==> src/rtl/adc_seq_defines.vh <==
// Timing constants for the converter read sequencer.
// Assumes a 20 MHz system clock; counts are derived here, ns counts rounded up for minimums.
`ifndef ADC_SEQ_DEFINES_VH
`define ADC_SEQ_DEFINES_VH

`define CLK_PERIOD_NS       50
// Minimum times in their own units
`define T_CNCS_NS           10
`define T_CSBSY_NS          40
`define T_BSYCS_NS          0
`define T_CSCN_NS           10
`define T_CSCK_NS           8
`define T_CKCS_NS           10
`define T_OS_NS             20
`define T_STBYCN_US         100
`define T_RSTSHUT_INT_MS    50
`define T_RSTSHUT_EXT_MS    13
`define T_RSTCN_US          25
`define T_ACQ_US            1
`define T_RST_PH_NS         50
`define T_CNV_PH_NS         25
`define T_RD_PL_NS          15
`define T_RD_PH_NS          15
// Cycle counts; ns counts rounded up, never below one; us and ms counts truncated
`define CYC_NS(t)  ((((t) + `CLK_PERIOD_NS - 1) / `CLK_PERIOD_NS) < 1 ? 1 : \
                    (((t) + `CLK_PERIOD_NS - 1) / `CLK_PERIOD_NS))
`define CYC_US(t)  (((t) * 1000) / `CLK_PERIOD_NS)
`define CYC_MS(t)  (((t) * 1000000) / `CLK_PERIOD_NS)

`define N_SERIAL_BITS       16
`define N_CHANNELS          8
`define SCLK_HALF_CYC       1

`endif

==> src/rtl/delay_timer.v <==
// Down-counting interval timer: load a count, done pulses when it expires.
// Assumes a single clock and synchronous active-high reset.
`timescale 1ns/1ns
`default_nettype none
module delay_timer #(
    parameter WIDTH = 24
) (
    input  wire             mclk_i,   // System clock
    input  wire             rst_i,    // Sync reset
    input  wire             load_i,   // Start interval
    input  wire [WIDTH-1:0] count_i,  // Cycles to wait, at least one
    output reg              busy_o,   // Interval running
    output reg              done_o    // One-cycle expiry pulse
);
    reg [WIDTH-1:0] cnt_reg;

    always @(posedge mclk_i) begin
        if (rst_i) begin
            cnt_reg <= {WIDTH{1'b0}};
            busy_o  <= 1'b0;
            done_o  <= 1'b0;
        end else begin
            done_o <= 1'b0;
            if (load_i) begin
                cnt_reg <= count_i;
                busy_o  <= 1'b1;
            end else if (busy_o) begin
                if (cnt_reg <= {{(WIDTH-1){1'b0}}, 1'b1}) begin
                    busy_o <= 1'b0;
                    done_o <= 1'b1;
                end else begin
                    cnt_reg <= cnt_reg - {{(WIDTH-1){1'b0}}, 1'b1};
                end
            end
        end
    end
endmodule
`default_nettype wire

==> src/rtl/adc_read_sequencing.v <==
// Host-side sequencer for an eight-channel simultaneous-sampling converter:
// conversion start, read after conversion, standby and shutdown exits.
// Assumes busy and serial data are synchronous to mclk_i.
`timescale 1ns/1ns
`default_nettype none
`include "adc_seq_defines.vh"
module adc_read_sequencing #(
    parameter STANDBY_CONTROL_N_CYC     = `CYC_US(`T_STBYCN_US),
    parameter SHUT_INT_CYC = `CYC_MS(`T_RSTSHUT_INT_MS),
    parameter SHUT_EXT_CYC = `CYC_MS(`T_RSTSHUT_EXT_MS),
    parameter RSTCN_CYC    = `CYC_US(`T_RSTCN_US),
    parameter ACQ_CYC      = `CYC_US(`T_ACQ_US)
) (
    input  wire        mclk_i,                   // System clock, 20 MHz
    input  wire        rst_i,                    // Sync reset, active high
    input  wire        sample_req_i,             // Pulse: start one conversion and read
    input  wire        wake_req_i,               // Pulse: leave standby
    input  wire        shutdown_exit_i,          // Pulse: leave shutdown (wake plus reset)
    input  wire        ext_ref_i,                // External reference in use
    input  wire        sleep_req_i,              // Pulse: enter standby
    input  wire [2:0]  os_ratio_i,               // Requested oversampling ratio code
    input  wire        busy_i,                   // Converter busy indication
    input  wire        serial_out_a_i,           // Serial data, channels 1-4
    input  wire        serial_out_b_i,           // Serial data, channels 5-8
    output reg         convert_start_group_a_o,  // Start strobe group A
    output reg         convert_start_group_b_o,  // Start strobe group B
    output reg         standby_control_n_o,      // Low puts converter in standby
    output reg         dev_reset_o,              // Converter reset pulse
    output reg  [2:0]  oversample_ratio_select_o,// Ratio select pins
    output reg         cs_n_o,                   // Chip select, active low
    output reg         sclk_o,                   // Serial clock, idles high
    output reg  [15:0] data_a_o,                 // Word from serial_out_a
    output reg  [15:0] data_b_o,                 // Word from serial_out_b
    output reg  [1:0]  chan_idx_o,               // Word pair index within sample
    output reg         data_valid_o,             // Pulse: data words valid
    output reg         discard_o,                // Drop flag; always low, as no result is ever marked to drop
    output reg         ready_o                   // Idle and awake
);
    localparam S_ASLEEP = 4'h0, S_WAKE = 4'h1, S_RST_HI = 4'h2, S_RST_WAIT = 4'h3,
               S_IDLE = 4'h4, S_CNV = 4'h5, S_BUSY = 4'h6, S_CS_SETUP = 4'h7,
               S_SHIFT = 4'h8, S_CS_HOLD = 4'h9, S_ACQ = 4'ha;

    localparam TW = 27;
    reg  [3:0]    state_reg;
    reg  [TW-1:0] tload_cnt;
    reg           tload;
    wire          t_busy;
    wire          t_done;
    reg  [4:0]    bit_cnt_reg;
    reg  [2:0]    word_cnt_reg;
    reg           busy_d_reg;
    reg           discard_pend_reg;
    reg  [15:0]   sh_a_reg;
    reg  [15:0]   sh_b_reg;

    function [TW-1:0] cyc;
        input integer n;
        begin
            cyc = n[TW-1:0];
        end
    endfunction

    delay_timer #(.WIDTH(TW)) u_timer (
        .mclk_i  (mclk_i),
        .rst_i   (rst_i),
        .load_i  (tload),
        .count_i (tload_cnt),
        .busy_o  (t_busy),
        .done_o  (t_done)
    );

    // Timer load decisions, taken from state and events
    always @* begin
        tload     = 1'b0;
        tload_cnt = cyc(1);
        case (state_reg)
            S_ASLEEP: begin
                if (shutdown_exit_i) begin
                    tload     = 1'b1;
                    tload_cnt = ext_ref_i ? cyc(SHUT_EXT_CYC) : cyc(SHUT_INT_CYC);
                end else if (wake_req_i) begin
                    tload     = 1'b1;
                    tload_cnt = cyc(STANDBY_CONTROL_N_CYC);
                end
            end
            S_RST_HI: begin
                if (t_done) begin
                    tload     = 1'b1;
                    tload_cnt = cyc(RSTCN_CYC);
                end
            end
            S_WAKE: begin
                if (t_done && !dev_reset_o && standby_control_n_o && bit_cnt_reg[0]) begin
                    tload     = 1'b1;
                    tload_cnt = cyc(`CYC_NS(`T_RST_PH_NS));
                end
            end
            S_BUSY: begin
                if (busy_d_reg && !busy_i) begin
                    tload     = 1'b1;
                    tload_cnt = cyc(ACQ_CYC);
                end
            end
            default: begin
                tload     = 1'b0;
                tload_cnt = cyc(1);
            end
        endcase
    end

    always @(posedge mclk_i) begin
        if (rst_i) begin
            state_reg                 <= S_ASLEEP;
            convert_start_group_a_o   <= 1'b0;
            convert_start_group_b_o   <= 1'b0;
            standby_control_n_o       <= 1'b0;
            dev_reset_o               <= 1'b0;
            oversample_ratio_select_o <= 3'h0;
            cs_n_o                    <= 1'b1;
            sclk_o                    <= 1'b1;
            data_a_o                  <= 16'h0000;
            data_b_o                  <= 16'h0000;
            chan_idx_o                <= 2'h0;
            data_valid_o              <= 1'b0;
            discard_o                 <= 1'b0;
            ready_o                   <= 1'b0;
            bit_cnt_reg               <= 5'h00;
            word_cnt_reg              <= 3'h0;
            busy_d_reg                <= 1'b0;
            discard_pend_reg          <= 1'b0;
            sh_a_reg                  <= 16'h0000;
            sh_b_reg                  <= 16'h0000;
        end else begin
            busy_d_reg   <= busy_i;
            data_valid_o <= 1'b0;
            case (state_reg)
                S_ASLEEP: begin
                    ready_o <= 1'b0;
                    if (shutdown_exit_i) begin
                        standby_control_n_o <= 1'b1;
                        bit_cnt_reg         <= 5'h01; // Marks the shutdown path
                        state_reg           <= S_WAKE;
                    end else if (wake_req_i) begin
                        standby_control_n_o <= 1'b1;
                        bit_cnt_reg         <= 5'h00;
                        state_reg           <= S_WAKE;
                    end
                end
                S_WAKE: begin
                    if (t_done) begin
                        if (bit_cnt_reg[0]) begin
                            dev_reset_o <= 1'b1;
                            state_reg   <= S_RST_HI;
                        end else begin
                            discard_pend_reg <= 1'b0;
                            ready_o          <= 1'b1;
                            state_reg        <= S_IDLE;
                        end
                    end
                end
                S_RST_HI: begin
                    // Reset held one cycle (50 ns); cleared on the first cycle in this state
                    dev_reset_o <= 1'b0;
                    if (t_done || !t_busy) begin
                        state_reg <= S_RST_WAIT;
                    end
                end
                S_RST_WAIT: begin
                    if (t_done) begin
                        discard_pend_reg <= 1'b0;
                        ready_o          <= 1'b1;
                        state_reg        <= S_IDLE;
                    end
                end
                S_IDLE: begin
                    if (sleep_req_i) begin
                        standby_control_n_o <= 1'b0;
                        ready_o             <= 1'b0;
                        state_reg           <= S_ASLEEP;
                    end else if (sample_req_i) begin
                        oversample_ratio_select_o <= os_ratio_i;
                        // Both strobes rise together, far inside the skew limit
                        convert_start_group_a_o   <= 1'b1;
                        convert_start_group_b_o   <= 1'b1;
                        ready_o                   <= 1'b0;
                        state_reg                 <= S_CNV;
                    end
                end
                S_CNV: begin
                    // One 50 ns high phase covers the 25 ns pulse minimum
                    convert_start_group_a_o <= 1'b0;
                    convert_start_group_b_o <= 1'b0;
                    state_reg               <= S_BUSY;
                end
                S_BUSY: begin
                    // Ratio pins stay frozen until the read is done, past busy falling
                    if (busy_d_reg && !busy_i) begin
                        // Reads start only once busy has fallen, never during a conversion;
                        // serial only, so select alone frames them and no read strobe exists
                        cs_n_o       <= 1'b0;
                        bit_cnt_reg  <= 5'h00;
                        word_cnt_reg <= 3'h0;
                        state_reg    <= S_CS_SETUP;
                    end
                end
                S_CS_SETUP: begin
                    sclk_o    <= 1'b0;
                    state_reg <= S_SHIFT;
                end
                S_SHIFT: begin
                    // Data is sampled at the rising edge the host makes
                    if (!sclk_o) begin
                        sclk_o   <= 1'b1;
                        sh_a_reg <= {sh_a_reg[14:0], serial_out_a_i};
                        sh_b_reg <= {sh_b_reg[14:0], serial_out_b_i};
                        if (bit_cnt_reg == (`N_SERIAL_BITS - 1)) begin
                            bit_cnt_reg <= 5'h00;
                            state_reg   <= S_CS_HOLD;
                        end else begin
                            bit_cnt_reg <= bit_cnt_reg + 5'h01;
                        end
                    end else begin
                        sclk_o <= 1'b0;
                    end
                end
                S_CS_HOLD: begin
                    data_a_o     <= sh_a_reg;
                    data_b_o     <= sh_b_reg;
                    chan_idx_o   <= word_cnt_reg[1:0];
                    discard_o    <= discard_pend_reg;
                    data_valid_o <= 1'b1;
                    if (word_cnt_reg == ((`N_CHANNELS / 2) - 1)) begin
                        cs_n_o    <= 1'b1;
                        state_reg <= S_ACQ;
                    end else begin
                        word_cnt_reg <= word_cnt_reg + 3'h1;
                        sclk_o       <= 1'b0;
                        state_reg    <= S_SHIFT;
                    end
                end
                S_ACQ: begin
                    // Select-to-start spacing comes from this state and idle, at least two cycles
                    if (!t_busy && !tload) begin
                        discard_pend_reg <= 1'b0;
                        ready_o          <= 1'b1;
                        state_reg        <= S_IDLE;
                    end
                end
                default: begin
                    state_reg <= S_ASLEEP;
                end
            endcase
        end
    end
endmodule
`default_nettype wire

==> config.mk <==
export PLATFORM = sky130hd
export DESIGN_NAME = adc_read_sequencing
export DESIGN_NICKNAME = d
export VERILOG_FILES = /design/src/rtl/delay_timer.v /design/src/rtl/adc_read_sequencing.v
export VERILOG_INCLUDE_DIRS = /design/src /design/src/rtl
export SDC_FILE = /design/constraint.sdc
export NUM_CORES = 1
export LEC_CHECK = 0
export BUFFER_PORTS_ARGS = -buffer_cell sky130_fd_sc_hd__buf_4
export CORE_UTILIZATION = 55
export DETAILED_ROUTE_END_ITERATION = 16
export PLACE_DENSITY = 0.85
export SLEW_MARGIN = 25
export SYNTH_ARGS = -nofsm -noshare
export SYNTH_HDL_FRONTEND = slang
export SYNTH_SLANG_ARGS = --single-unit
==> constraint.sdc <==
create_clock -name mclk_i -period 4.2 [get_ports mclk_i]
set_input_delay 0.21 -clock mclk_i [delete_from_list [all_inputs] [get_ports mclk_i]]
set_output_delay 0.21 -clock mclk_i [all_outputs]
set_load 0.02 [all_outputs]
==> Word level (Yosys, flattened, before mapping) <==
Cells that the tools add are included.
{ "totals": {"register_bits": 120, "latch_bits": 0, "ramBits": 0, "rom_bits": 0, "inputBits": 13, "elab_cells": 163, "memories": 0} }
{ "op_classes": {"add_sub_neg": 3, "mul": 0, "n_div": 0, "order_cmp": 1, "eq_ne": 29, "n_shift": 0, "muxes": 71, "n_bitwise": 3, "n_reduce_logical": 34} }
{ "ops": {"columns": ["op", "count"], "rows": [
  ["$mux 27", 3],
  ["$pmux 27 s3", 1],
  ["$mux 4", 11],
  ["$pmux 4 s11", 1],
  ["$mux 20", 2],
  ["$mux 1", 31],
  ["$mux 5", 6],
  ["$le 27x1->1 const B", 1],
  ["$sub 27x1->27 const B", 1],
  ["$ne 2x2->1 const B", 13],
  ["$reduce_and 3->1", 6],
  ["$eq 4x3->1 const B", 4],
  ["$pmux 5 s3", 1],
  ["$eq 4x4->1 const B", 3],
  ["$mux 11", 1],
  ["$reduce_bool 2->1", 5],
  ["$mux 3", 3],
  ["$mux 9", 1],
  ["$reduce_and 9->1", 1],
  ["$reduce_bool 3->1", 3],
  ["$eq 4x2->1 const B", 2],
  ["$pmux 1 s2", 4],
  ["$ne 3x3->1 const B", 2],
  ["$pmux 1 s3", 2],
  ["other kinds (21)", 33]
]} }

==> Depth between registers and ports, before layout <==
Gate-level depths: netlist (run 1).
{ "depth": {"ltp_word": 10, "ltp_mapped": 10, "ltp_nobuf": 7} }

==> Cells and area by module <==
Synthesis (run 1) repeated with hierarchy kept, for this count alone.
{ "hier_totals": {"cells_unflattened": 676, "hier_area_um2": 5386.4} }
{ "modules_own_cells": {"columns": ["module", "n_inst", "cells_each", "area_per_inst_um2", "seq_area_each_um2"], "rows": [
  ["adc_read_sequencing", 1, 472, 3639.7, 1781.7],
  ["delay_timer", 1, 204, 1746.7, 580.6]
]} }

==> Worst setup path after synthesis (run 1) <==
No wires, ideal clock.
{ "synth_timing": {"path_kind": "reg2reg", "startpoint": "register u_timer.cnt_reg[11]", "endpoint": "register u_timer.cnt_reg[14]", "setup_time_ns": 0.122, "arrival_ns": 2.584, "required_time_ns": 4.078, "setup_slack_ns": 1.494, "path_stages_with_launch": 8, "synth_period_minus_slack_ns": 2.706, "path_cell_list": "dfxtp_1 or4_4 or4_4 or4b_4 buf_6 o21a_4 buf_6 o311a_1"} }
{ "synth_between": {"elab_chain_cells": 4, "word_cells_on_any_way": 7, "cone_classes": "add/sub: 1; order compare: 1; eq/ne: 1; mux: 3; reduce/logical: 1"} }
{ "synth_lines": {"columns": ["item", "line", "source"], "rows": [
  ["from (decl)", "delay_timer.v:15", "reg [WIDTH-1:0] cnt_reg;"],
  ["from (signal assigned)", "delay_timer.v:19", "cnt_reg <= {WIDTH{1'b0}};"],
  ["from (signal assigned)", "delay_timer.v:25", "cnt_reg <= count_i;"],
  ["from (signal assigned)", "delay_timer.v:32", "cnt_reg <= cnt_reg - {{(WIDTH-1){1'b0}}, 1'b1};"],
  ["$sub 27x1->27", "delay_timer.v:32", null],
  ["$mux 27", "delay_timer.v:28", "if (cnt_reg <= {{(WIDTH-1){1'b0}}, 1'b1}) begin"],
  ["$mux 27", "delay_timer.v:27", "end else if (busy_o) begin"],
  ["$mux 27", "delay_timer.v:24", "if (load_i) begin"]
]} }
Several ways; a longest one is shown, not always the timed one. The select of a mux whose other input is x is not followed.
A chain may end at the register's enable or synchronous reset.

==> Worst setup path after layout (run 1) <==
{ "layout_timing": {"startpoint": "register state_reg[3]", "endpoint": "register u_timer.cnt_reg[11]"} }
{ "layout_between": {"elab_chain_cells": 4, "word_cells_on_any_way": 10, "cone_classes": "eq/ne: 4; mux: 3; reduce/logical: 3"} }
{ "layout_lines": {"columns": ["item", "line", "source"], "rows": [
  ["from (decl)", "adc_read_sequencing.v:44", "reg [3:0] state_reg;"],
  ["from (signal assigned)", "adc_read_sequencing.v:113", "state_reg <= S_ASLEEP;"],
  ["from (signal assigned)", "adc_read_sequencing.v:142", "state_reg <= S_WAKE;"],
  ["from (signal assigned)", "adc_read_sequencing.v:146", "state_reg <= S_WAKE;"],
  ["$eq 4x3->1, or another cell as far along", "adc_read_sequencing.v:76", "case (state_reg)"],
  ["$pmux 1 s4", "adc_read_sequencing.v:76", null],
  ["$ne 2x2->1 (no line) or $reduce_bool 2->1 (tied branches)", null, null],
  ["$reduce_and 2->1 (no line)", null, null]
]} }
Several ways; a longest one is shown, not always the timed one.

==> flow_summary.yaml, run 1 <==
synthesis:
  syn-cell-area_sq_um: 5130
  syn-num-nets: 665
  synth_cell_type_count: 61
  syn_inst: 647
  yosys_register_bits: 118
  synthFlopType: "dfxtp_1"
  synth_top_area_cell: "dfxtp_1"
  synthArstFlopShare_pct: 0
  synth_area_leaders: "dfxtp_1, nand2_1, a21oi_1"
  synth_seq_area_share_pct: 46.0
  synth_edf_count: 0
  synth_top_area_share_pct: 46.0
  syn_avg_cell_area_sq_um: 7.94
  yosys_warnings: 0
clocking:
  clk_path_buf_depth: 2
  cts-buffers-inserted: 17
  cts_hold_buf: 7
  clock_latency_ps: 530
  cts.repair.resized: 0
  clkTransAtPathRegs_ps: 60
  post_cts_buffers: 0
  clkSinkCount: 118
  clock-root-buffer: "clkbuf_8"
  htreeDepth: 4
  cts_tree: "done"
final_layout:
  nFillCells: 657
  diodes: 0
  multi_input_area_sq_um: 2540
  fin_nets: 707
  syn2layout_area_growth_pct: 21.5
  seq_area_sq_um: 2360
  final_common_cell: "nand2_1"
  mostFrequentLayoutCells: "nand2_1, dfxtp_1, a21oi_1, buf_4, nor2_1"
  largest_register_ff_count: 27
  drive_gt1_share_pct: 15.0
timing:
  setup_viol: 0
  max_freq_ghz: 0.321
  tightest_slew_ps: 980
  finalSetupTns_ps: 0
  max-slew-margin-rel_pct: 34.7
  drv_slew: 0
  fin_crit_sh_pct: 74.2
  hold_viol_final: 0
  skew_ps: 13.4
  fin_hold_ws_ps: 79.3
  setup_ws_ps: 1080
  finalCriticalPeriod_ps: 3120
  rsz0062_at_grt: "false"
global_route:
  use_met1_pct: 32.1
  first_global_vias: 4515
  met2_usage_pct: 44.6
  grt_pass1_wl_mm: 20.9
  grt_busiest_layer: "met2"
  use_met3_pct: 8.94
  overflow: 0
  grt_max_degree: 96
  grt_antenna_before_repair: 0
  track_usage_pct: 26.8
floorplanning:
  die_h_microns: 98.6
  die-area_sq_um: 9730
  die_w_microns: 98.6
  io-pin-count: 59
  core_sq_um: 8890
  rows: 34
  start_util_pct: 57.8
worst_setup_path:
  crit_chain: "nor2b_1, a32oi_1, and3_1, nand2_1, a2111o_1, nand2_1"
  worstSetupPathType: "flop to flop"
  critPathMaxFanout: 18
  cpMostUsedCell: "nand2_1"
  startpoint_type: "flop"
  max_stage_delay_ps: 660
  required_ps: 4660
  cp-end-kind: "flop"
  cp_slowest_cell: "dfxtp_1"
  cp.arrival_ps: 3580
routing:
  wirelength_mm: 12.6
  first_pass_iters: 6
  drc: 0
  wl_per_cell_microns: 15.6
  ant_nets: 0
  drtIter0Drc: 355
  vias: 4883
  detail_route.vias_per_cell: 6.03
placed_design:
  gp_congestion: 0.850
  numPortBuffers: 57
  hpwlAfterDp_mm: 7.65
  dp_worst_setup_slack_ps: 1190
power_and_ir_drop:
  ir_drop_mv: 0.341
  power.density_nw_per_um2: 688
  p_leak_nw: 2.34
run_status:
  status: "finished clean"
run:
  drv_cap: 0
min_path:
  holdCritPathClass: "input port to flop"
## cell type report
cell class / instances / area share (%)
Clock buffer: 17 / 6.64
Clock inverter: 15 / 3.39
Inverter: 10 / 0.602
Multi-Input combinational cell: 473 / 40.8
Sequential cell: 118 / 37.9
Tap cell: 108 / 2.17
Timing Repair Buffer: 69 / 8.58
## metrics by stage
stage | utilization, % | total power [mW] | area (sq um) | cells
2_1_floorplan | - | 2.46 | 5130 | 647
3_3_place_gp | 62.3 | 2.63 | 5540 | 771
3_5_place_dp | 62.3 | 2.71 | 5540 | 771
4_1_cts | 70.2 | 4.26 | 6240 | 810
5_1_grt | 70.2 | 4.49 | 6240 | 810
6_report | 70.2 | 4.29 | 6240 | 810
## synth_stat cells (3+ instances only)
cell type	number
nor3_1	17
a32oi_1	3
o21ai_0	9
nand4_1	5
nor3b_1	3
a31oi_1	3
a211oi_1	5
inv_1	10
a32o_1	3
o311a_1	3
nor2_1	50
o2111ai_1	5
nor4_1	6
dfxtp_1	118
nand2_1	159
mux2i_1	7
o31ai_1	4
nor2b_1	10
nand3_1	21
a2111o_1	3
xor2_1	7
a22oi_1	3
a311oi_1	3
ha_1	5
clkbuf_1	40
and3_1	4
a21oi_1	82
o22ai_1	3
o211ai_1	5
nand2b_1	6
## metal layers
| metal | wire length (microns) | share of wire [%] |
|---|---|---|
| met1 | 5290 | 42 |
| met2 | 6300 | 50 |
| met3 | 824 | 6.5 |
| met4 | 204 | 1.6 |
| met5 | 0 | 0 |
## report_power, final
group / internal (mW) / leakage, nW / switching (mW)
logic: 0.490 / 1.08 / 0.829
registers: 1.24 / 0.955 / 0.192
clock network: 0.980 / 0.306 / 0.568
## worst max-delay path, delay by kind of cell, from the launching register on
kind / cells / cell delay, ps
and+or+nand+nor: 4 / 1450
AOI/OAI and AO/OA: 2 / 940
DFF: 1 / 660
## final timing paths
check | end | cells past startpoint | startpoint | slack [ps]
setup / recovery | u_timer.cnt_reg[11] | 6 | state_reg[3] | 1080
hold reg to reg | sh_a_reg[15] | 2 | sh_a_reg[15] | 460
setup reg to reg | u_timer.cnt_reg[11] | 6 | state_reg[3] | 1080
hold / removal | u_timer.cnt_reg[4] | 4 | shutdown_exit_i | 80
## cell families after synthesis
logic type               after synthesis  synth area share [%]
AND/OR/NAND/NOR                      298                  26.2
adder cells (fa/ha/maj)                5                  1.22
XOR/XNOR                               9                  1.54
other                                  1                0.0730
AO/OA/AOI/OAI                        152                  18.9
buffers and inverters                 56                  4.53
multiplexers                           8                  1.58
flip-flops                           118                  46.0
Power figures use the tool's default switching activity.
==> inputs of run 2 (changes only) <==
--- a/config.mk
+++ b/config.mk
@@ -7,9 +7,9 @@
 export NUM_CORES = 1
 export LEC_CHECK = 0
 export BUFFER_PORTS_ARGS = -buffer_cell sky130_fd_sc_hd__buf_4
-export CORE_UTILIZATION = 55
+export CORE_UTILIZATION = 52
 export DETAILED_ROUTE_END_ITERATION = 16
-export PLACE_DENSITY = 0.85
+export PLACE_DENSITY = 0.84
 export SLEW_MARGIN = 25
 export SYNTH_ARGS = -nofsm -noshare
 export SYNTH_HDL_FRONTEND = slang
==> constraint.sdc (replaced) <==
create_clock -name mclk_i -period 2.8 [get_ports mclk_i]
set_input_delay 0.14 -clock mclk_i [delete_from_list [all_inputs] [get_ports mclk_i]]
set_output_delay 0.14 -clock mclk_i [all_outputs]
set_load 0.02 [all_outputs]
==> run 2 against run 1 <==
Die area increased by 5.6%. Sequential power increased by 48%. Via count decreased by 0.20%. Critical endpoint is now u_timer.cnt_reg[16].
==> flow_summary.yaml, run 2 (same netlist as run 1, synthesis figures left out) <==
floorplanning:
  start_util_pct: 54.5
  io-pin-count: 59
  die_h_microns: 101
  die_w_microns: 101
  die-area_sq_um: 10300
  core_sq_um: 9420
  rows: 35
power_and_ir_drop:
  p_leak_nw: 2.41
  power.switching_mw: 2.37
  ir_drop_mv: 0.554
  swShare_pct: 36.9
  p_comb_share_pct: 35.3
  clkPwrFrac_pct: 32.0
  power_mw: 6.44
  seq_power_share_pct: 32.7
  internal_power_mw: 4.07
  power.density_nw_per_um2: 1010
global_route:
  grt_max_degree: 96
  track_usage_pct: 27.1
  overflow: 0
  grt_antenna_before_repair: 0
  first_global_vias: 4791
  grt_pass1_wl_mm: 21.9
timing:
  setup_viol: 0
  hold_viol_final: 0
  skew_ps: 7.94
  setup_ws_ps: 73.4
  max_freq_ghz: 0.367
  fin_crit_sh_pct: 97.4
  drv_slew: 0
  rsz0062_at_grt: "true"
  finalCriticalPeriod_ps: 2730
  tightest_slew_ps: 990
  max-slew-margin-rel_pct: 34.0
routing:
  detail_route.vias_per_cell: 5.72
  ant_nets: 0
  wl_per_cell_microns: 15.3
  vias: 4873
  wirelength_mm: 13.0
  first_pass_iters: 4
  m1WireLength_mm: 5.40
  drtIter0Drc: 259
  wl_met2_mm: 6.62
  wl_met3_microns: 764
  top_layer_used: "met4"
  drc: 0
clocking:
  clkTransAtPathRegs_ps: 60
  clock_latency_ps: 520
  clock-root-buffer: "clkbuf_8"
  clk_path_buf_depth: 2
  clkSinkCount: 118
  cts_tree: "done"
  htreeDepth: 4
  cts-buffers-inserted: 17
  post_cts_buffers: 0
final_layout:
  drive_gt1_share_pct: 17.3
  diodes: 0
  nFillCells: 733
  syn2layout_area_growth_pct: 24.1
  largest_register_ff_count: 27
  mostFrequentLayoutCells: "nand2_1, dfxtp_1, a21oi_1, buf_4, nor2_1"
  final_common_cell: "nand2_1"
  fin_nets: 728
worst_setup_path:
  crit_chain: "or4_4, or4_4, or4b_4, o21a_4, o21ai_0, a221oi_1"
  required_ps: 3150
  startpoint_type: "flop"
  cp-end-kind: "flop"
  cp_slowest_cell: "or4b_4"
  r2r_setup_slack_ps: 70
  max_stage_delay_ps: 600
  cpMostUsedCell: "or4_4"
  cp.arrival_ps: 3070
  worstSetupPathType: "flop to flop"
  critPathMaxFanout: 15
placed_design:
  hpwlAfterDp_mm: 8.28
  numPortBuffers: 57
  dp_worst_setup_slack_ps: 89.8
  gp_congestion: 0.831
run:
  drv_cap: 0
min_path:
  holdCritPathClass: "input port to flop"
run_status:
  status: "finished clean"
==> run 2: routing by layer <==
| layer | vias to the layer above | track usage, % |
|---|---|---|
| li1 | 2372 | - |
| met1 | 2286 | 31.0 |
| met2 | 190 | 46.2 |
| met3 | 25 | 8.90 |
| met4 | 0 | 11.7 |
| met5 | - | 0 |
==> run 2: timing repair <==
item / 4_1_cts / 5_1_grt
resized for setup: 0 / 2
endpoints found under the hold margin: 8 / 0
setup endpoints to repair: 0 / 9
hold buffers: 8 / 0
==> run 2: final cells by class <==
| class | instances | area [sq um] | area share, % |
|---|---|---|---|
| timing repair buffer | 90 | 696 | 10.9 |
| tap | 129 | 161 | 2.53 |
| inverter | 10 | 37.5 | 0.589 |
| multi-input combinational | 473 | 2550 | 40.0 |
| clock buffer | 20 | 435 | 6.83 |
| sequential | 118 | 2360 | 37.1 |
| clock inverter | 12 | 129 | 2.02 |
==> run 2: stage by stage <==
stage | setup TNS, ps | hold slack, ps | std cells | instance area, sq um | util, %
2_1_floorplan | 0 | 268 | 647 | 5130 | -
3_3_place_gp | 0 | 371 | 812 | 5720 | 60.7
3_5_place_dp | 0 | 385 | 812 | 5720 | 60.7
4_1_cts | 0 | 4.18 | 852 | 6360 | 67.6
5_1_grt | -5.96 | 13.5 | 852 | 6370 | 67.7
6_report | 0 | 23.8 | 852 | 6370 | 67.7
==> run 2: path summary, 6_finish.rpt <==
kind,from,endpoint,cells after the start
setup reg to reg,u_timer.cnt_reg[14],u_timer.cnt_reg[16],6
setup / recovery,u_timer.cnt_reg[14],u_timer.cnt_reg[16],6
hold / removal,ext_ref_i,u_timer.cnt_reg[18],4
hold reg to reg,bit_cnt_reg[4],bit_cnt_reg[4],2
==> run 2: critical path, delay by kind of cell (launching register included) <==
family,cells,cell delay [ps]
flip-flops,1,330
AND/OR/NAND/NOR,3,1630
AO/OA/AOI/OAI,3,600
==> run 2: power groups by stage <==
| stage | Sequential (mW) | Clock (mW) | Combinational, mW |
|---|---|---|---|
| after global placement | 2.11 | 0 | 2.07 |
| after detailed placement | 2.13 | 0 | 2.17 |
| after floorplan | 2.05 | 0 | 1.65 |
| final | 2.11 | 2.06 | 2.28 |
| after global routing | 2.14 | 2.17 | 2.50 |
| after CTS | 2.10 | 2.08 | 2.21 |
